`src/shared/gbp_cfg.svh`:
```
// Purpose: Offsets, field positions, reset values and timing figures of the blink/PWM block
// Assumes: 32-bit register port, byte addresses
// Notes:   Definitions only
`ifndef GBP_CFG_SVH
`define GBP_CFG_SVH

`define GBP_CLK_HZ          20000000
`define GBP_PWM_CLK_HZ      32768
`define GBP_PWM_CLK_FRAC    7

`define GBP_NUM_PINS        5
`define GBP_CNT_W           24
`define GBP_BASE_W          16
`define GBP_THR_W           8
`define GBP_MODE_W          4

`define GBP_CTRL_BASE       8'h00
`define GBP_PAD_BASE        8'h20
`define GBP_STAT_BASE       8'h40

`define GBP_CTRL_THR_LSB    0
`define GBP_CTRL_BASE_LSB   8
`define GBP_CTRL_EN_BIT     30
`define GBP_CTRL_UPD_BIT    31
`define GBP_PAD_MODE_LSB    0
`define GBP_PAD_TXV_BIT     8
`define GBP_PAD_TXE_BIT     9
`define GBP_STAT_CNT_LSB    0
`define GBP_STAT_OUT_BIT    8
`define GBP_STAT_BUSY_BIT   9

`define GBP_PAD_MODE_BLINK  4'h4
`define GBP_BASE_MAX_RES    16'h8000
`define GBP_CTRL_RESET      26'h000_0000
`define GBP_PAD_RESET       6'h00

`endif

```
`src/shared/gbp_pkg.sv`:
```
// Purpose: Types shared by the blink/PWM block
// Assumes: Constants come from gbp_cfg.svh
// Notes:   Base increment is unsigned 8.8 fixed point
`include "gbp_cfg.svh"
package gbp_pkg;
   typedef struct packed {
      logic                     upd;
      logic                     en;
      logic [`GBP_BASE_W-1:0]   base;
      logic [`GBP_THR_W-1:0]    thr;
   } gbp_ctrl_t;

   typedef struct packed {
      logic                     txe;
      logic                     txv;
      logic [`GBP_MODE_W-1:0]   mode;
   } gbp_pad_t;

   typedef struct packed {
      logic [7:0]  addr;
      logic [31:0] wdata;
      logic        we;
      logic        re;
   } gbp_bus_req_t;
endpackage : gbp_pkg

```
`src/rtl/gbp_pwm.sv`:
```
// Purpose: Blink/PWM generator behind five general-purpose pins
// Assumes: Register port with one-cycle strobes, read data one cycle later
// Notes:   PWM logic advances on a divided 32.768 kHz enable
//
// The address map and the plain strobed port were chosen for this implementation.
`timescale 1ns/1ps
`include "gbp_cfg.svh"
module gbp_pwm #(
   parameter int NUM_PINS = `GBP_NUM_PINS,
   parameter int CLK_HZ   = `GBP_CLK_HZ
) (
   input  wire logic                 clk,
   input  wire logic                 arst_n,
   input  wire gbp_pkg::gbp_bus_req_t bus,
   output logic [31:0]               rdata,
   output logic [NUM_PINS-1:0]       blink_capable_pins_out,
   output logic [NUM_PINS-1:0]       blink_capable_pins_oe_n
);
   import gbp_pkg::*;

   localparam int CW = `GBP_CNT_W;
   localparam int TW = `GBP_THR_W;

   logic                      pwm_tick;
   gbp_ctrl_t                 pwm_control_word [NUM_PINS];
   gbp_ctrl_t                 active           [NUM_PINS];
   gbp_pad_t                  pad              [NUM_PINS];
   logic [CW-1:0]             cnt              [NUM_PINS];
   logic [NUM_PINS-1:0]       pwm_out;
   logic [31:0]               next_rdata;

   // PWM clock enable
   gbp_tick_div #(
      .CLK_HZ  (CLK_HZ),
      .TICK_HZ (`GBP_PWM_CLK_HZ)
   ) u_tick (
      .clk    (clk),
      .arst_n (arst_n),
      .tick   (pwm_tick)
   );

   genvar g;
   generate
      for (g = 0; g < NUM_PINS; g++) begin : g_ch
         localparam logic [7:0] CTRL_A = 8'(`GBP_CTRL_BASE + 4 * g);
         localparam logic [7:0] PAD_A  = 8'(`GBP_PAD_BASE + 4 * g);
         gbp_ctrl_t     next_ctrl;
         gbp_ctrl_t     next_active;
         gbp_pad_t      next_pad;
         logic [CW:0]   sum;
         logic [CW-1:0] next_cnt;
         logic          next_out;
         logic          period_start;
         logic          wr_ctrl;

         always_comb begin
            wr_ctrl      = bus.we && (bus.addr == CTRL_A);
            next_ctrl    = pwm_control_word[g];
            next_active  = active[g];
            next_pad     = pad[g];
            next_cnt     = cnt[g];
            next_out     = pwm_out[g];
            period_start = 1'b0;
            // Counter step: 8.8 increment placed so 1.0 wraps in 256 ticks
            sum = {1'b0, cnt[g]} + {1'b0, active[g].base, 8'h00};
            if (!active[g].en) begin
               next_cnt = '0;
               next_out = 1'b0;
               period_start = 1'b1;   // Idle: pending settings apply at once
            end else if (pwm_tick) begin
               if (active[g].base == '0) begin
                  next_out = 1'b0;
               end else if (active[g].base > `GBP_BASE_MAX_RES) begin
                  next_cnt = '0;
                  next_out = ~pwm_out[g];
                  period_start = pwm_out[g];
               end else if (sum[CW]) begin
                  next_cnt = '0;
                  next_out = 1'b0;
                  period_start = 1'b1;
               end else begin
                  next_cnt = sum[CW-1:0];
                  next_out = (sum[CW-1:CW-TW] >= active[g].thr);
               end
            end
            if (period_start && pwm_control_word[g].upd) begin
               next_active.base = pwm_control_word[g].base;
               next_active.thr  = pwm_control_word[g].thr;
               next_ctrl.upd    = 1'b0;
            end
            next_active.en  = pwm_control_word[g].en;
            next_active.upd = 1'b0;
            if (wr_ctrl) begin
               next_ctrl.thr  = bus.wdata[`GBP_CTRL_THR_LSB +: TW];
               next_ctrl.base = bus.wdata[`GBP_CTRL_BASE_LSB +: `GBP_BASE_W];
               next_ctrl.en   = bus.wdata[`GBP_CTRL_EN_BIT];
               // Set wins over the hardware clear
               next_ctrl.upd  = pwm_control_word[g].upd | bus.wdata[`GBP_CTRL_UPD_BIT];
               if (bus.wdata[`GBP_CTRL_UPD_BIT]) begin
                  next_ctrl.upd = 1'b1;
               end else if (period_start) begin
                  next_ctrl.upd = next_ctrl.upd & ~pwm_control_word[g].upd;
               end
            end
            if (bus.we && (bus.addr == PAD_A)) begin
               next_pad.mode = bus.wdata[`GBP_PAD_MODE_LSB +: `GBP_MODE_W];
               next_pad.txv  = bus.wdata[`GBP_PAD_TXV_BIT];
               next_pad.txe  = bus.wdata[`GBP_PAD_TXE_BIT];
            end
         end

         always_ff @(posedge clk or negedge arst_n) begin
            if (!arst_n) begin
               pwm_control_word[g] <= gbp_ctrl_t'(`GBP_CTRL_RESET);
               active[g]           <= gbp_ctrl_t'(`GBP_CTRL_RESET);
               pad[g]              <= gbp_pad_t'(`GBP_PAD_RESET);
               cnt[g]              <= '0;
               pwm_out[g]          <= 1'b0;
               blink_capable_pins_out[g]  <= 1'b0;
               blink_capable_pins_oe_n[g] <= 1'b1;
            end else begin
               pwm_control_word[g] <= next_ctrl;
               active[g]           <= next_active;
               pad[g]              <= next_pad;
               cnt[g]              <= next_cnt;
               pwm_out[g]          <= next_out;
               // Pad mux: blink function or plain GPIO
               if (pad[g].mode == `GBP_PAD_MODE_BLINK) begin
                  blink_capable_pins_out[g]  <= pwm_out[g];
                  blink_capable_pins_oe_n[g] <= 1'b0;
               end else begin
                  blink_capable_pins_out[g]  <= pad[g].txv;
                  blink_capable_pins_oe_n[g] <= ~pad[g].txe;
               end
            end
         end
      end
   endgenerate

   // Read mux
   always_comb begin
      next_rdata = 32'h0000_0000;
      for (int i = 0; i < NUM_PINS; i++) begin
         if (bus.addr == 8'(`GBP_CTRL_BASE + 4 * i)) begin
            next_rdata[`GBP_CTRL_THR_LSB +: TW]          = pwm_control_word[i].thr;
            next_rdata[`GBP_CTRL_BASE_LSB +: `GBP_BASE_W] = pwm_control_word[i].base;
            next_rdata[`GBP_CTRL_EN_BIT]                 = pwm_control_word[i].en;
            next_rdata[`GBP_CTRL_UPD_BIT]                = pwm_control_word[i].upd;
         end
         if (bus.addr == 8'(`GBP_PAD_BASE + 4 * i)) begin
            next_rdata[`GBP_PAD_MODE_LSB +: `GBP_MODE_W] = pad[i].mode;
            next_rdata[`GBP_PAD_TXV_BIT]                 = pad[i].txv;
            next_rdata[`GBP_PAD_TXE_BIT]                 = pad[i].txe;
         end
         if (bus.addr == 8'(`GBP_STAT_BASE + 4 * i)) begin
            next_rdata[`GBP_STAT_CNT_LSB +: TW] = cnt[i][CW-1:CW-TW];
            next_rdata[`GBP_STAT_OUT_BIT]       = pwm_out[i];
            next_rdata[`GBP_STAT_BUSY_BIT]      = active[i].en;
         end
      end
      if (!bus.re) begin
         next_rdata = 32'h0000_0000;
      end
   end

   always_ff @(posedge clk or negedge arst_n) begin
      if (!arst_n) begin
         rdata <= 32'h0000_0000;
      end else begin
         rdata <= next_rdata;
      end
   end
endmodule : gbp_pwm

```
`src/rtl/gbp_tick_div.sv`:
```
// Purpose: Fractional divider making a one-cycle enable at the PWM clock rate
// Assumes: CLK_HZ above TICK_HZ
// Notes:   Average rate exact, jitter one system clock
`timescale 1ns/1ps
`include "gbp_cfg.svh"
module gbp_tick_div #(
   parameter int CLK_HZ  = `GBP_CLK_HZ,
   parameter int TICK_HZ = `GBP_PWM_CLK_HZ
) (
   input  wire logic clk,
   input  wire logic arst_n,
   output logic      tick
);
   import gbp_pkg::*;
   localparam logic [31:0] STEP = 32'(TICK_HZ);
   localparam logic [31:0] WRAP = 32'(CLK_HZ);
   logic [31:0] acc;
   logic [31:0] next_acc;
   logic        next_tick;

   always_comb begin
      next_tick = 1'b0;
      next_acc  = acc + STEP;
      if (next_acc >= WRAP) begin
         next_acc  = next_acc - WRAP;
         next_tick = 1'b1;
      end
   end

   always_ff @(posedge clk or negedge arst_n) begin
      if (!arst_n) begin
         acc  <= 32'h0000_0000;
         tick <= 1'b0;
      end else begin
         acc  <= next_acc;
         tick <= next_tick;
      end
   end
endmodule : gbp_tick_div

```
`config.mk`:
```
export PLATFORM = sky130hd
export DESIGN_NAME = gbp_pwm
export DESIGN_NICKNAME = d
export VERILOG_FILES = /design/src/shared/gbp_pkg.sv /design/src/rtl/gbp_pwm.sv /design/src/rtl/gbp_tick_div.sv
export VERILOG_INCLUDE_DIRS = /design/src /design/src/shared
export SDC_FILE = /design/constraint.sdc
export NUM_CORES = 1
export LEC_CHECK = 0
export ABC_AREA = 1
export BUFFER_PORTS_ARGS = -buffer_cell sky130_fd_sc_hd__clkbuf_2
export CORE_MARGIN = 1.5
export CORE_UTILIZATION = 30
export CTS_CLUSTER_SIZE = 24
export DETAILED_ROUTE_END_ITERATION = 10
export PLACE_DENSITY = 0.43
export SYNTH_ARGS = -nofsm -noshare
export SYNTH_HDL_FRONTEND = slang
export SYNTH_SLANG_ARGS = --single-unit
```
`constraint.sdc`:
```
create_clock -name clk -period 2.8 [get_ports clk]
set_input_delay 0.14 -clock clk [delete_from_list [all_inputs] [get_ports clk]]
set_output_delay 0.14 -clock clk [all_outputs]
set_load 0.01 [all_outputs]
```
Word-level counts from Yosys, hierarchy flattened
Cells that the tools add are included.
- register bits: 485
- input bits: 44
- output and inout bits: 42
- word-level logic and storage cells: 309
- add/subtract/negate cells: 7
- order comparisons: 11
- eq/ne operators: 29
- multiplexer cells: 133
- bitwise operators: 25
- reduce and logical (&&, ||, !) cells: 31
- operators by type and width (cell ; number):
    $mux 24 ; 30
    $mux 26 ; 5
    $add 24x24->25 ; 5
    $gt 16x16->1 const B ; 5
    $logic_not 16->1 ; 5
    $mux 1 ; 76
    $mux 32 ; 2
    $mux 10 ; 5
    $eq 8x6->1 const B ; 5
    $eq 8x7->1 const B ; 5
    $ge 8x8->1 ; 5
    $add 32x16->32 const B ; 1
    $ge 32x25->1 const B ; 1
    $sub 32x25->32 const B ; 1
    $eq 4x3->1 const B ; 5
    $mux 2 ; 10
    $mux 4 ; 5
    $eq 8x4->1 const B ; 2
    $logic_and 1x1->1 ; 15
    $not 1->1 ; 15
    $ne 2x1->1 const B ; 5
    $ne 2x2->1 const B ; 5
    $reduce_and 2->1 ; 5
    $reduce_bool 2->1 ; 5
    5 further kinds ; 13

Depth between registers and ports, before layout
Gate-level depths: netlist of the first run.
- depth after elaboration: 17
- mapped depth: 18
- depth with buffers taken out: 18

Cells and area by module
From an unflattened synthesis of the first run, not the netlist that was laid out.
- cell total of the unflattened synthesis: 3022
- area, all modules: 24190.7 sq um
- by module, submodules not included (module ; instances ; cells an instance ; area an instance (sq um) ; sequential area each (sq um)):
    gbp_pwm ; 1 ; 2688 ; 21997.3 ; 10166.0
    gbp_tick_div ; 1 ; 334 ; 2193.4 ; 625.6

Worst setup path after synthesis of the first run
No wires, ideal clock.
- kind: register to register
- start: register active[114] in the netlist's numbering
- end: register pwm_out[0]
- library setup time: 0.129 ns
- arrival time: 2.650 ns
- data required time: 2.671 ns
- path slack: 0.021 ns
- stages on the path, launching flop included: 18
- buffers on the path: 0
- period minus slack after synthesis: 2.779 ns
- cells stage by stage: dfrtp_1 -> ha_1 -> a21oi_1 -> nand2_1 -> nand2_1 -> nand2_1 -> a21oi_1 -> o21ai_0 -> a31oi_1 -> xor2_1 -> inv_1 -> ha_1 -> a21oi_1 -> o21ai_0 -> nand4_1 -> o211ai_1 -> a41oi_1 -> o21ai_0
- word-level cells in the longest chain between the ends: 7
- elaborated cells on any way between the ends: 9
- classes of those cells: add/sub: 1; order compare: 2; mux: 5; reduce/logical: 1
- RTL lines (what ; RTL line ; source):
    start, declared ; gbp_pwm.sv:26 ; gbp_ctrl_t active [NUM_PINS];
    start signal, assigned by index ; gbp_pwm.sv:115 ; active[g] <= gbp_ctrl_t'(`GBP_CTRL_RESET);
    start signal, assigned by index ; gbp_pwm.sv:123 ; active[g] <= next_active;
    $add 24x24->25 ; gbp_pwm.sv:65 ; sum = {1'b0, cnt[g]} + {1'b0, active[g].base, 8'h00};
    $ge 8x8->1 ; gbp_pwm.sv:83 ; next_out = (sum[CW-1:CW-TW] >= active[g].thr);
    $mux 1 ; gbp_pwm.sv:77 ; end else if (sum[CW]) begin
    $mux 1 ; gbp_pwm.sv:73 ; end else if (active[g].base > `GBP_BASE_MAX_RES) begin
    $mux 1 * ; gbp_pwm.sv:71 ; if (active[g].base == '0) begin
    $mux 1 * ; gbp_pwm.sv:70 ; end else if (pwm_tick) begin
    $mux 1 * ; gbp_pwm.sv:66 ; if (!active[g].en) begin
    end signal, assigned by index ; gbp_pwm.sv:126 ; pwm_out[g] <= next_out;
    end, declared ; gbp_pwm.sv:29 ; logic [NUM_PINS-1:0] pwm_out;
Every way passes the cells marked *; elsewhere a longest branch is shown, timed or not. The select of a mux whose other input is x is not followed.
A chain may end at the register's enable or synchronous reset.

Worst setup path after layout of the first run
- start: register cnt[106] in the netlist's numbering
- end: register pwm_out[0]
- word-level cells in the longest chain between the ends: 7
- RTL lines (what ; RTL line ; source):
    start, declared ; gbp_pwm.sv:28 ; logic [CW-1:0] cnt [NUM_PINS];
    start signal, assigned by index ; gbp_pwm.sv:125 ; cnt[g] <= next_cnt;
    $add 24x24->25 * ; gbp_pwm.sv:65 ;
    $ge 8x8->1 ; gbp_pwm.sv:83 ;
    $mux 1 * ; gbp_pwm.sv:77 ;
    $mux 1 * ; gbp_pwm.sv:73 ;
    $mux 1 * ; gbp_pwm.sv:71 ;
    $mux 1 * ; gbp_pwm.sv:70 ;
    $mux 1 * ; gbp_pwm.sv:66 ;
Marked as above.

==> results of run 1 <==
## cell usage in the layout (no fill, tap or decap), types with 74 or more instances in the layout
master     n
nand3_1   93
a21oi_1  115
nor2_1    81
buf_4    304
o21ai_0  264
nand2_1  803
inv_1    257
ha_1      74
dfrtp_1  419
nand4_1  120
## logic make-up (layout without fill, tap and decap cells)
logic type / count (synthesis) / after routing / synth area share
other cells: 1 / 7 / 0.000162
mux: 2 / 2 / 0.000971
flops: 431 / 431 / 0.465
compound gates: 551 / 551 / 0.133
fa+ha+maj: 130 / 130 / 0.0718
buf+inv: 375 / 777 / 0.0635
simple gates: 1235 / 1235 / 0.229
xor+xnor: 96 / 96 / 0.0366
## flip-flops by register name (all words and copies together), names as in the netlist
name and flops:
pwm_out 5, cnt 80, u_tick.tick 1, pad 30, g_ch.next_active 5, blink_capable_pins_oe_n 5
u_tick.acc 24, blink_capable_pins_out 5, active 125, pwm_control_word 125, rdata 26
## metal layers
layer / vias to the layer above / global-route usage
li1: 10100 / -
met1: 10200 / 0.292
met2: 492 / 0.329
met3: 92 / 0.0300
met4: 0 / 0.0572
met5: - / 0
## through the flow
step | hold WS, ps | total power [uW] | setup slack (ps) | setup TNS, ps | utilization
global placement | 176 | 7220 | -358 | -932 | 0.350
finish | 38.3 | 14300 | 15.1 | 0 | 0.399
detailed placement | 191 | 7230 | -294 | -1070 | 0.350
global route | 38.8 | 14800 | -196 | -706 | 0.399
CTS | 13.8 | 14500 | -2.94 | -2.94 | 0.382
floorplan | -156 | 6800 | 20.9 | 0 | -
## repair_timing
item | in CTS | in global routing
hold endpoints to repair | 140 | 0
setup buffers | 19 | 33
pin swaps | 43 | 113
endpoints found under the setup margin | 5 | 22
hold buffers | 16 | 0
gates resized for setup | 82 | 192
## path summary, 6_finish.rpt
path                                              start                    endpoint  cells past startpoint
worst max-delay path                           cnt[106]                  pwm_out[0]                     18
max in group asynchronous                        arst_n  blink_capable_pins_oe_n[4]                      4
worst max register to register                 cnt[106]                  pwm_out[0]                     18
min in group asynchronous                        arst_n   blink_capable_pins_out[1]                      2
worst min register to register  g_ch[1].next_active[24]                 active[102]                      0
worst min-delay path                            bus[33]       pwm_control_word[129]                      3
## power by group
group          internal [uW]  switching (uW)  leakage, uW  total, uW
combinational            182             456      0.00803        639
clock                   4230            2920     0.000875       7150
sequential              6360             135      0.00595       6500
## layout make-up
| class | instances | area [um^2] | share of cell area |
|---|---|---|---|
| Tap cell | 1030 | 1290 | 0.0424 |
| Clock inverter | 19 | 231 | 0.00762 |
| Clock buffer | 78 | 1560 | 0.0514 |
| Antenna cell | 1 | 2.50 | 0.0000824 |
| Inverter | 268 | 1010 | 0.0331 |
| Sequential cell | 431 | 10800 | 0.356 |
| Multi-Input combinational cell | 2020 | 12300 | 0.405 |
| Timing Repair Buffer | 412 | 3170 | 0.104 |
## worst register-to-register path, cell delays in order (launching register included)
cell,delay (ps)
dfrtp_1,410
ha_4,270
a21oi_4,130
nand2_2,80
buf_4,130
buf_4,120
nand3_1,80
nand3_2,90
nand3_2,80
nand2_2,80
a31oi_4,160
xnor2_2,140
ha_1,260
nand2_1,90
inv_1,70
nand4_1,110
o211ai_1,90
a41oi_1,180
o21ai_1,80
==> key figures, run 1 <==
Outcome
  – Status: finished clean

Final layout
  – Ratio of cells with drive above 1 in the final layout: 0.236
  – Cell area after layout: about 0.03 mm^2
  – Layout fillers: 7740
  – Synthesis-to-finish area growth: 31.0%
  – Non-Filler Instances: around 4300
  – Final net count: between 3000 and 4000

Detailed routing
  – DR pass1 iterations: 5
  – Routed WL: 82.7 mm
  – DR WL met3: between 4 and 5 mm
  – Final ANT Viol Nets: 0
  – Met1 Routed Length: around 38 mm
  – Vias: 20900
  – Drt initial violations: approximately 1300
  – DRC errors left: 0
  – Met2 wire length: between 30 and 40 mm
  – Max layer used: met4
  – Post-DR wirelength/cell: just under 20 um
  – Routed vias/inst: ~4.9

CTS
  – Clk slew on worst S/H paths: about 60 ps
  – Root Driver: clkbuf_16
  – Clock sink count: approximately 430
  – Clock insertion delay at the later pin of the skew report: ~640 ps
  – CTS Buf Count: 53
  – H-tree depth: 2
  – Maximum root-to-sink buffer count: 3
  – TritonCTS clock tree: done

STA
  – Fmax: between 300 and 400 MHz
  – Minimum clock period: around 2800 ps
  – Worst-margin pin slew: around 860 ps
  – RSZ-0062 raised after global routing: yes
  – Max Transition Viols Final: 0
  – Final Hold Viols: 0
  – Fin crit share: 0.995
  – Max transition margin: 0.423
  – Clock skew: 46.9 ps
  – Final setup viols: 0

Critical path
  – Worst Path Buf+Inv: 3
  – CP Launch Type: register
  – Worst Setup End Kind: register
  – CP Data Required Time: roughly 3300 ps
  – Kind of critical path: register to register
  – Reg2Reg Setup Slack: roughly 15 ps
  – CP max-delay cell: dfrtp_1
  – CP cell instances: ha_4 > a21oi_4 > nand2_2 > buf_4 > buf_4 > nand3_1 > nand3_2 > nand3_2 > nand2_2 > a31oi_4 > xnor2_2 > ha_1 > nand2_1 > inv_1 > nand4_1 > o211ai_1 > a41oi_1 > o21ai_1
  – Worst-path fanout max: 3
  – Arrival time worst endpoint: between 3000 and 4000 ps
  – Crit-path leading delay family: compound AO/OA/AOI/OAI gates
  – CP peak stage delay: between 400 and 500 ps

Global route
  – Tot GR Track Use: 0.207
  – Largest net degree at the start of global routing: 86
  – Global-route wire length before repair: about 120 mm
  – Vias in the first global route: between 20000 and 25000
  – Initial antenna violation count: 2
  – GR Overflow Total: 0

Placed design
  – DP Wirelength: just over 60 mm
  – I/O Buffers: 73
  – GPL Wtd Cong: 0.905
  – Placed insts: a little over 4000
  – Placed inst area: between 0.02 and 0.03 mm^2

Logic synthesis
  – Area share of the largest cell type after synthesis: 0.460
  – EDFF count, synth: 0
  – Synth Flop Type: dfrtp_1
  – Synth cell count leaders: 829 x nand2_1, 426 x dfrtp_1, 290 x o21ai_0
  – Netlist Area Pre-Place: 0.0232 mm^2
  – Syn. warnings: 0
  – #FFs+latches synth: around 430
  – Async S/R FF share, synth: 1.00
  – Most common cell in the synthesized netlist: nand2_1
  – Yosys top cell by area: dfrtp_1
  – Post-synthesis sequential area ratio: 0.465
  – Gate Count Post-Synth: ~2800
  – Synth unique cells: 56
  – Syn avg cell area: 8.22 um^2
  – Dominant cells by area after synthesis: dfrtp_1 46%, nand2_1 13%, ha_1 6.7%

Floorplanning
  – Die ar.: 0.0790 mm^2
  – Core Box Area: approximately 0.076 mm^2
  – Die H: 281 um
  – Initial Utilization: 0.304
  – I/O pin count: 86
  – Chip Width: about 280 um
  – # rows: just over 100

Hold path
  – Hold Crit Class: input port to register

Run
  – Max Cap Violations: 0

Power
  – Leak: approximately 0.015 uW
  – PD cells: ~470 mW/mm^2
  – Maximum VDD drop: approximately 0.39 mV
No activity file was read; power rests on OpenSTA's default activity.
==> run 2: changes to the inputs <==
CORE_ASPECT_RATIO = 2   (was not set)
==> run 2 against run 1 <==
  * Sequential power barely moved
  * Count of clock-buffer cells in the layout down 19
  * Highest routed layer unchanged
  * Largest power group unchanged
  * Clock power is 7.6% lower
  * Clock skew decreased by 23 ps
  * Non-clock buffer count increased by 19
  * Largest cell class unchanged
  * Global-route usage is 1.6 points higher
==> key figures, run 2 (synthesis gave the netlist of run 1 again) <==
Power
  – Maximum VDD drop: 0.385 mV (-1.8%)
  – Clock Power Share: 0.481 (-0.019)
  – Sequential Power Share: 0.472 (+0.017)
  – PD cells: 455 mW/mm^2 (-3.2%)
  – Combinational Power Share: 0.047 (+0.002)
  – Internal power: 10400 uW (-3.7%)
  – Sw power: 3380 uW (-3.6%)
  – Switching share of power: 0.246 (about the same)
  – Leak: 0.0148 uW (-0.58%)

Final layout
  – Final net count: 3371 (+0.33%)
  – Leading cell type in the layout, fill and taps excluded: nand2_1
  – Diodes inserted: 0 (-1)
  – Biggest regs: active (125), pwm_control_word (125), cnt (80)
  – Synthesis-to-finish area growth: 30.3%
  – Commonest cells after routing, fill and taps aside: 800 x nand2_1, 413 x dfrtp_1, 336 x buf_4, 264 x o21ai_0, 257 x inv_1
  – Ratio of cells with drive above 1 in the final layout: 0.240 (+0.00427)
  – Layout fillers: 7948 (+2.7%)
  – FF/Latch Area: 0.0108 mm^2 (about the same)
  – Multi-input gate area: 0.0123 mm^2 (about the same)

STA
  – Final Hold Viols: 0 (unchanged)
  – Setup TNS: 0 ps (unchanged)
  – Fmax: 362 MHz (+0.69%)
  – RSZ-0062 raised after global routing: yes
  – Final setup viols: 0 (unchanged)
  – Clock skew: 23.8 ps (-23.1 ps)
  – Max Transition Viols Final: 0 (unchanged)
  – Minimum clock period: 2770 ps (-19.1 ps)
  – Fin crit share: 0.988 (-0.00682)
  – Max transition margin: 0.386 (-0.0370)
  – Worst-margin pin slew: 917 ps (+52.3 ps)
  – Fin Hold WS: 11.1 ps (-27.3 ps)

Placed design
  – GPL Wtd Cong: 0.923 (+2.0%)
  – DP Wirelength: 67.3 mm (+11%)
  – I/O Buffers: 73 (unchanged)

Floorplanning
  – Die ar.: 0.0791 mm^2 (+0.13%)
  – Chip Width: 200 um (-29%)
  – Die H: 396 um (+41%)
  – # rows: 144 (+43%)
  – I/O pin count: 86 (unchanged)
  – Initial Utilization: 0.302 (-0.00219)
  – Core Box Area: 0.0768 mm^2 (+0.72%)

Critical path
  – Worst path depth: 12 (-6)
  – Worst Setup End Kind: register
  – CP cell instances: ha_2 > inv_1 > nor3_1 > o21ai_0 > o2111ai_1 > xor2_1 > ha_1 > a21oi_2 > o21a_1 > nand4_1 > nand2_1 > o21ai_1
  – Worst Path Buf+Inv: 1 (-2)
  – CP Launch Type: register
  – CP Data Required Time: 3270 ps (-40 ps)
  – Worst r2r src: active[45]
  – Crit-path leading delay family: adder cells
  – Kind of critical path: register to register
  – Worst setup path startpoint: active[45]
  – CP peak stage delay: 430 ps (+20 ps)
  – Arrival time worst endpoint: 3240 ps (-50 ps)
  – R2R depth: 12 (-6)
  – CP max-delay cell: dfrtp_1
  – Worst-path fanout max: 5 (+2)

Hold path
  – HP Start: bus[24]
  – WHS Path Cells: 3 (unchanged)
  – Hold Crit Class: input port to register

Detailed routing
  – Post-DR wirelength/cell: 20.5 um (+5.6%)
  – Routed vias/inst: 4.90 (about the same)
  – Routed WL: 87.3 mm (+5.5%)
  – DR pass1 iterations: 5 (unchanged)
  – Final ANT Viol Nets: 0 (unchanged)
  – Drt initial violations: 1029 (-23%)
  – Vias: 20800 (-0.16%)
  – DRC errors left: 0 (unchanged)

CTS
  – Clk slew on worst S/H paths: 70 ps (about the same)
  – H-tree depth: 2 (unchanged)
  – Clock insertion delay at the later pin of the skew report: 600 ps (-40 ps)
  – Clock sink count: 431 (unchanged)
  – CTS Buf Count: 45 (-15%)
  – Root Driver: clkbuf_16
  – TritonCTS clock tree: done
  – Maximum root-to-sink buffer count: 3 (unchanged)

Global route
  – Global-route wire length before repair: 132 mm (+5.6%)
  – Initial antenna violation count: 0 (-2)
  – GR Overflow Total: 0 (unchanged)
  – Largest net degree at the start of global routing: 89 (+3.5%)
  – Vias in the first global route: 21700 (+4.7%)
  – Tot GR Track Use: 0.224 (+0.0164)

Outcome
  – Status: finished clean

Run
  – Max Cap Violations: 0 (unchanged)
==> run 2: cell count changes in the layout (fill, tap and decap cells not counted), sizes merged <==
cell,delta
dlygate4sd3,-10
inv,+1
diode,-1
clkbuf,-18
clkinv,+2
buf,+28
bufinv,+3
clkinvlp,-1
==> run 2: final cells by class <==
class                      count  area share
multi-input combinational   2020       0.407
sequential                   431       0.358
timing repair buffer         431       0.107
tap                         1022      0.0423
clock buffer                  59      0.0417
inverter                     268      0.0334
clock inverter                24      0.0103
==> run 2: tightest hold or removal path, stage by stage <==
cell and delay [ps]:
clkbuf_2 70, inv_1 150, o21ai_0 200
==> run 2: power groups by stage <==
stage	combinational [uW]	sequential, uW	clock (uW)
after detailed placement	638	6610	0
final	646	6500	6610
after global routing	721	6510	6980
after floorplan	246	6550	0
after global placement	630	6610	0
after CTS	651	6500	6760
==> run 2: metrics by stage <==
stage | instance area [um^2] | power [uW] | utilization | worst slack [ps] | cells
after floorplan | 23200 | 6800 | - | 20.9 | 2826
after global placement | 26700 | 7240 | 0.348 | -377 | 4101
after detailed placement | 26700 | 7250 | 0.348 | -346 | 4101
after CTS | 29200 | 13900 | 0.381 | -30.2 | 4226
after global routing | 30200 | 14200 | 0.394 | -187 | 4255
final | 30200 | 13800 | 0.394 | 34.2 | 4255
==> run 2: per-layer routing <==
metal  vias to the layer above  GRT usage  share of wire
li1                      10100          -              -
met1                     10100      0.229           0.35
met2                       386      0.432           0.55
met3                       198     0.0209          0.027
met4                         0      0.127          0.068
met5                         -          0              0
==> run 2: timing repair <==
item / CTS / global route
hold buffers: 5 / 1
resized for setup: 132 / 145
setup endpoints to repair: 49 / 56
hold endpoints to repair: 87 / 1
buffers inserted: 38 / 27
cloned: 0 / 2
pin swaps: 69 / 93
==> run 2: path summary, 6_finish.rpt <==
path / endpoint / slack, ps
setup reg to reg: pwm_out[3] / 30
hold / removal: pwm_control_word[126] / 10
min in group asynchronous: active[1] / 150
setup / recovery: pwm_out[3] / 30
hold reg to reg: active[76] / 400
max in group asynchronous: cnt[69] / 1700
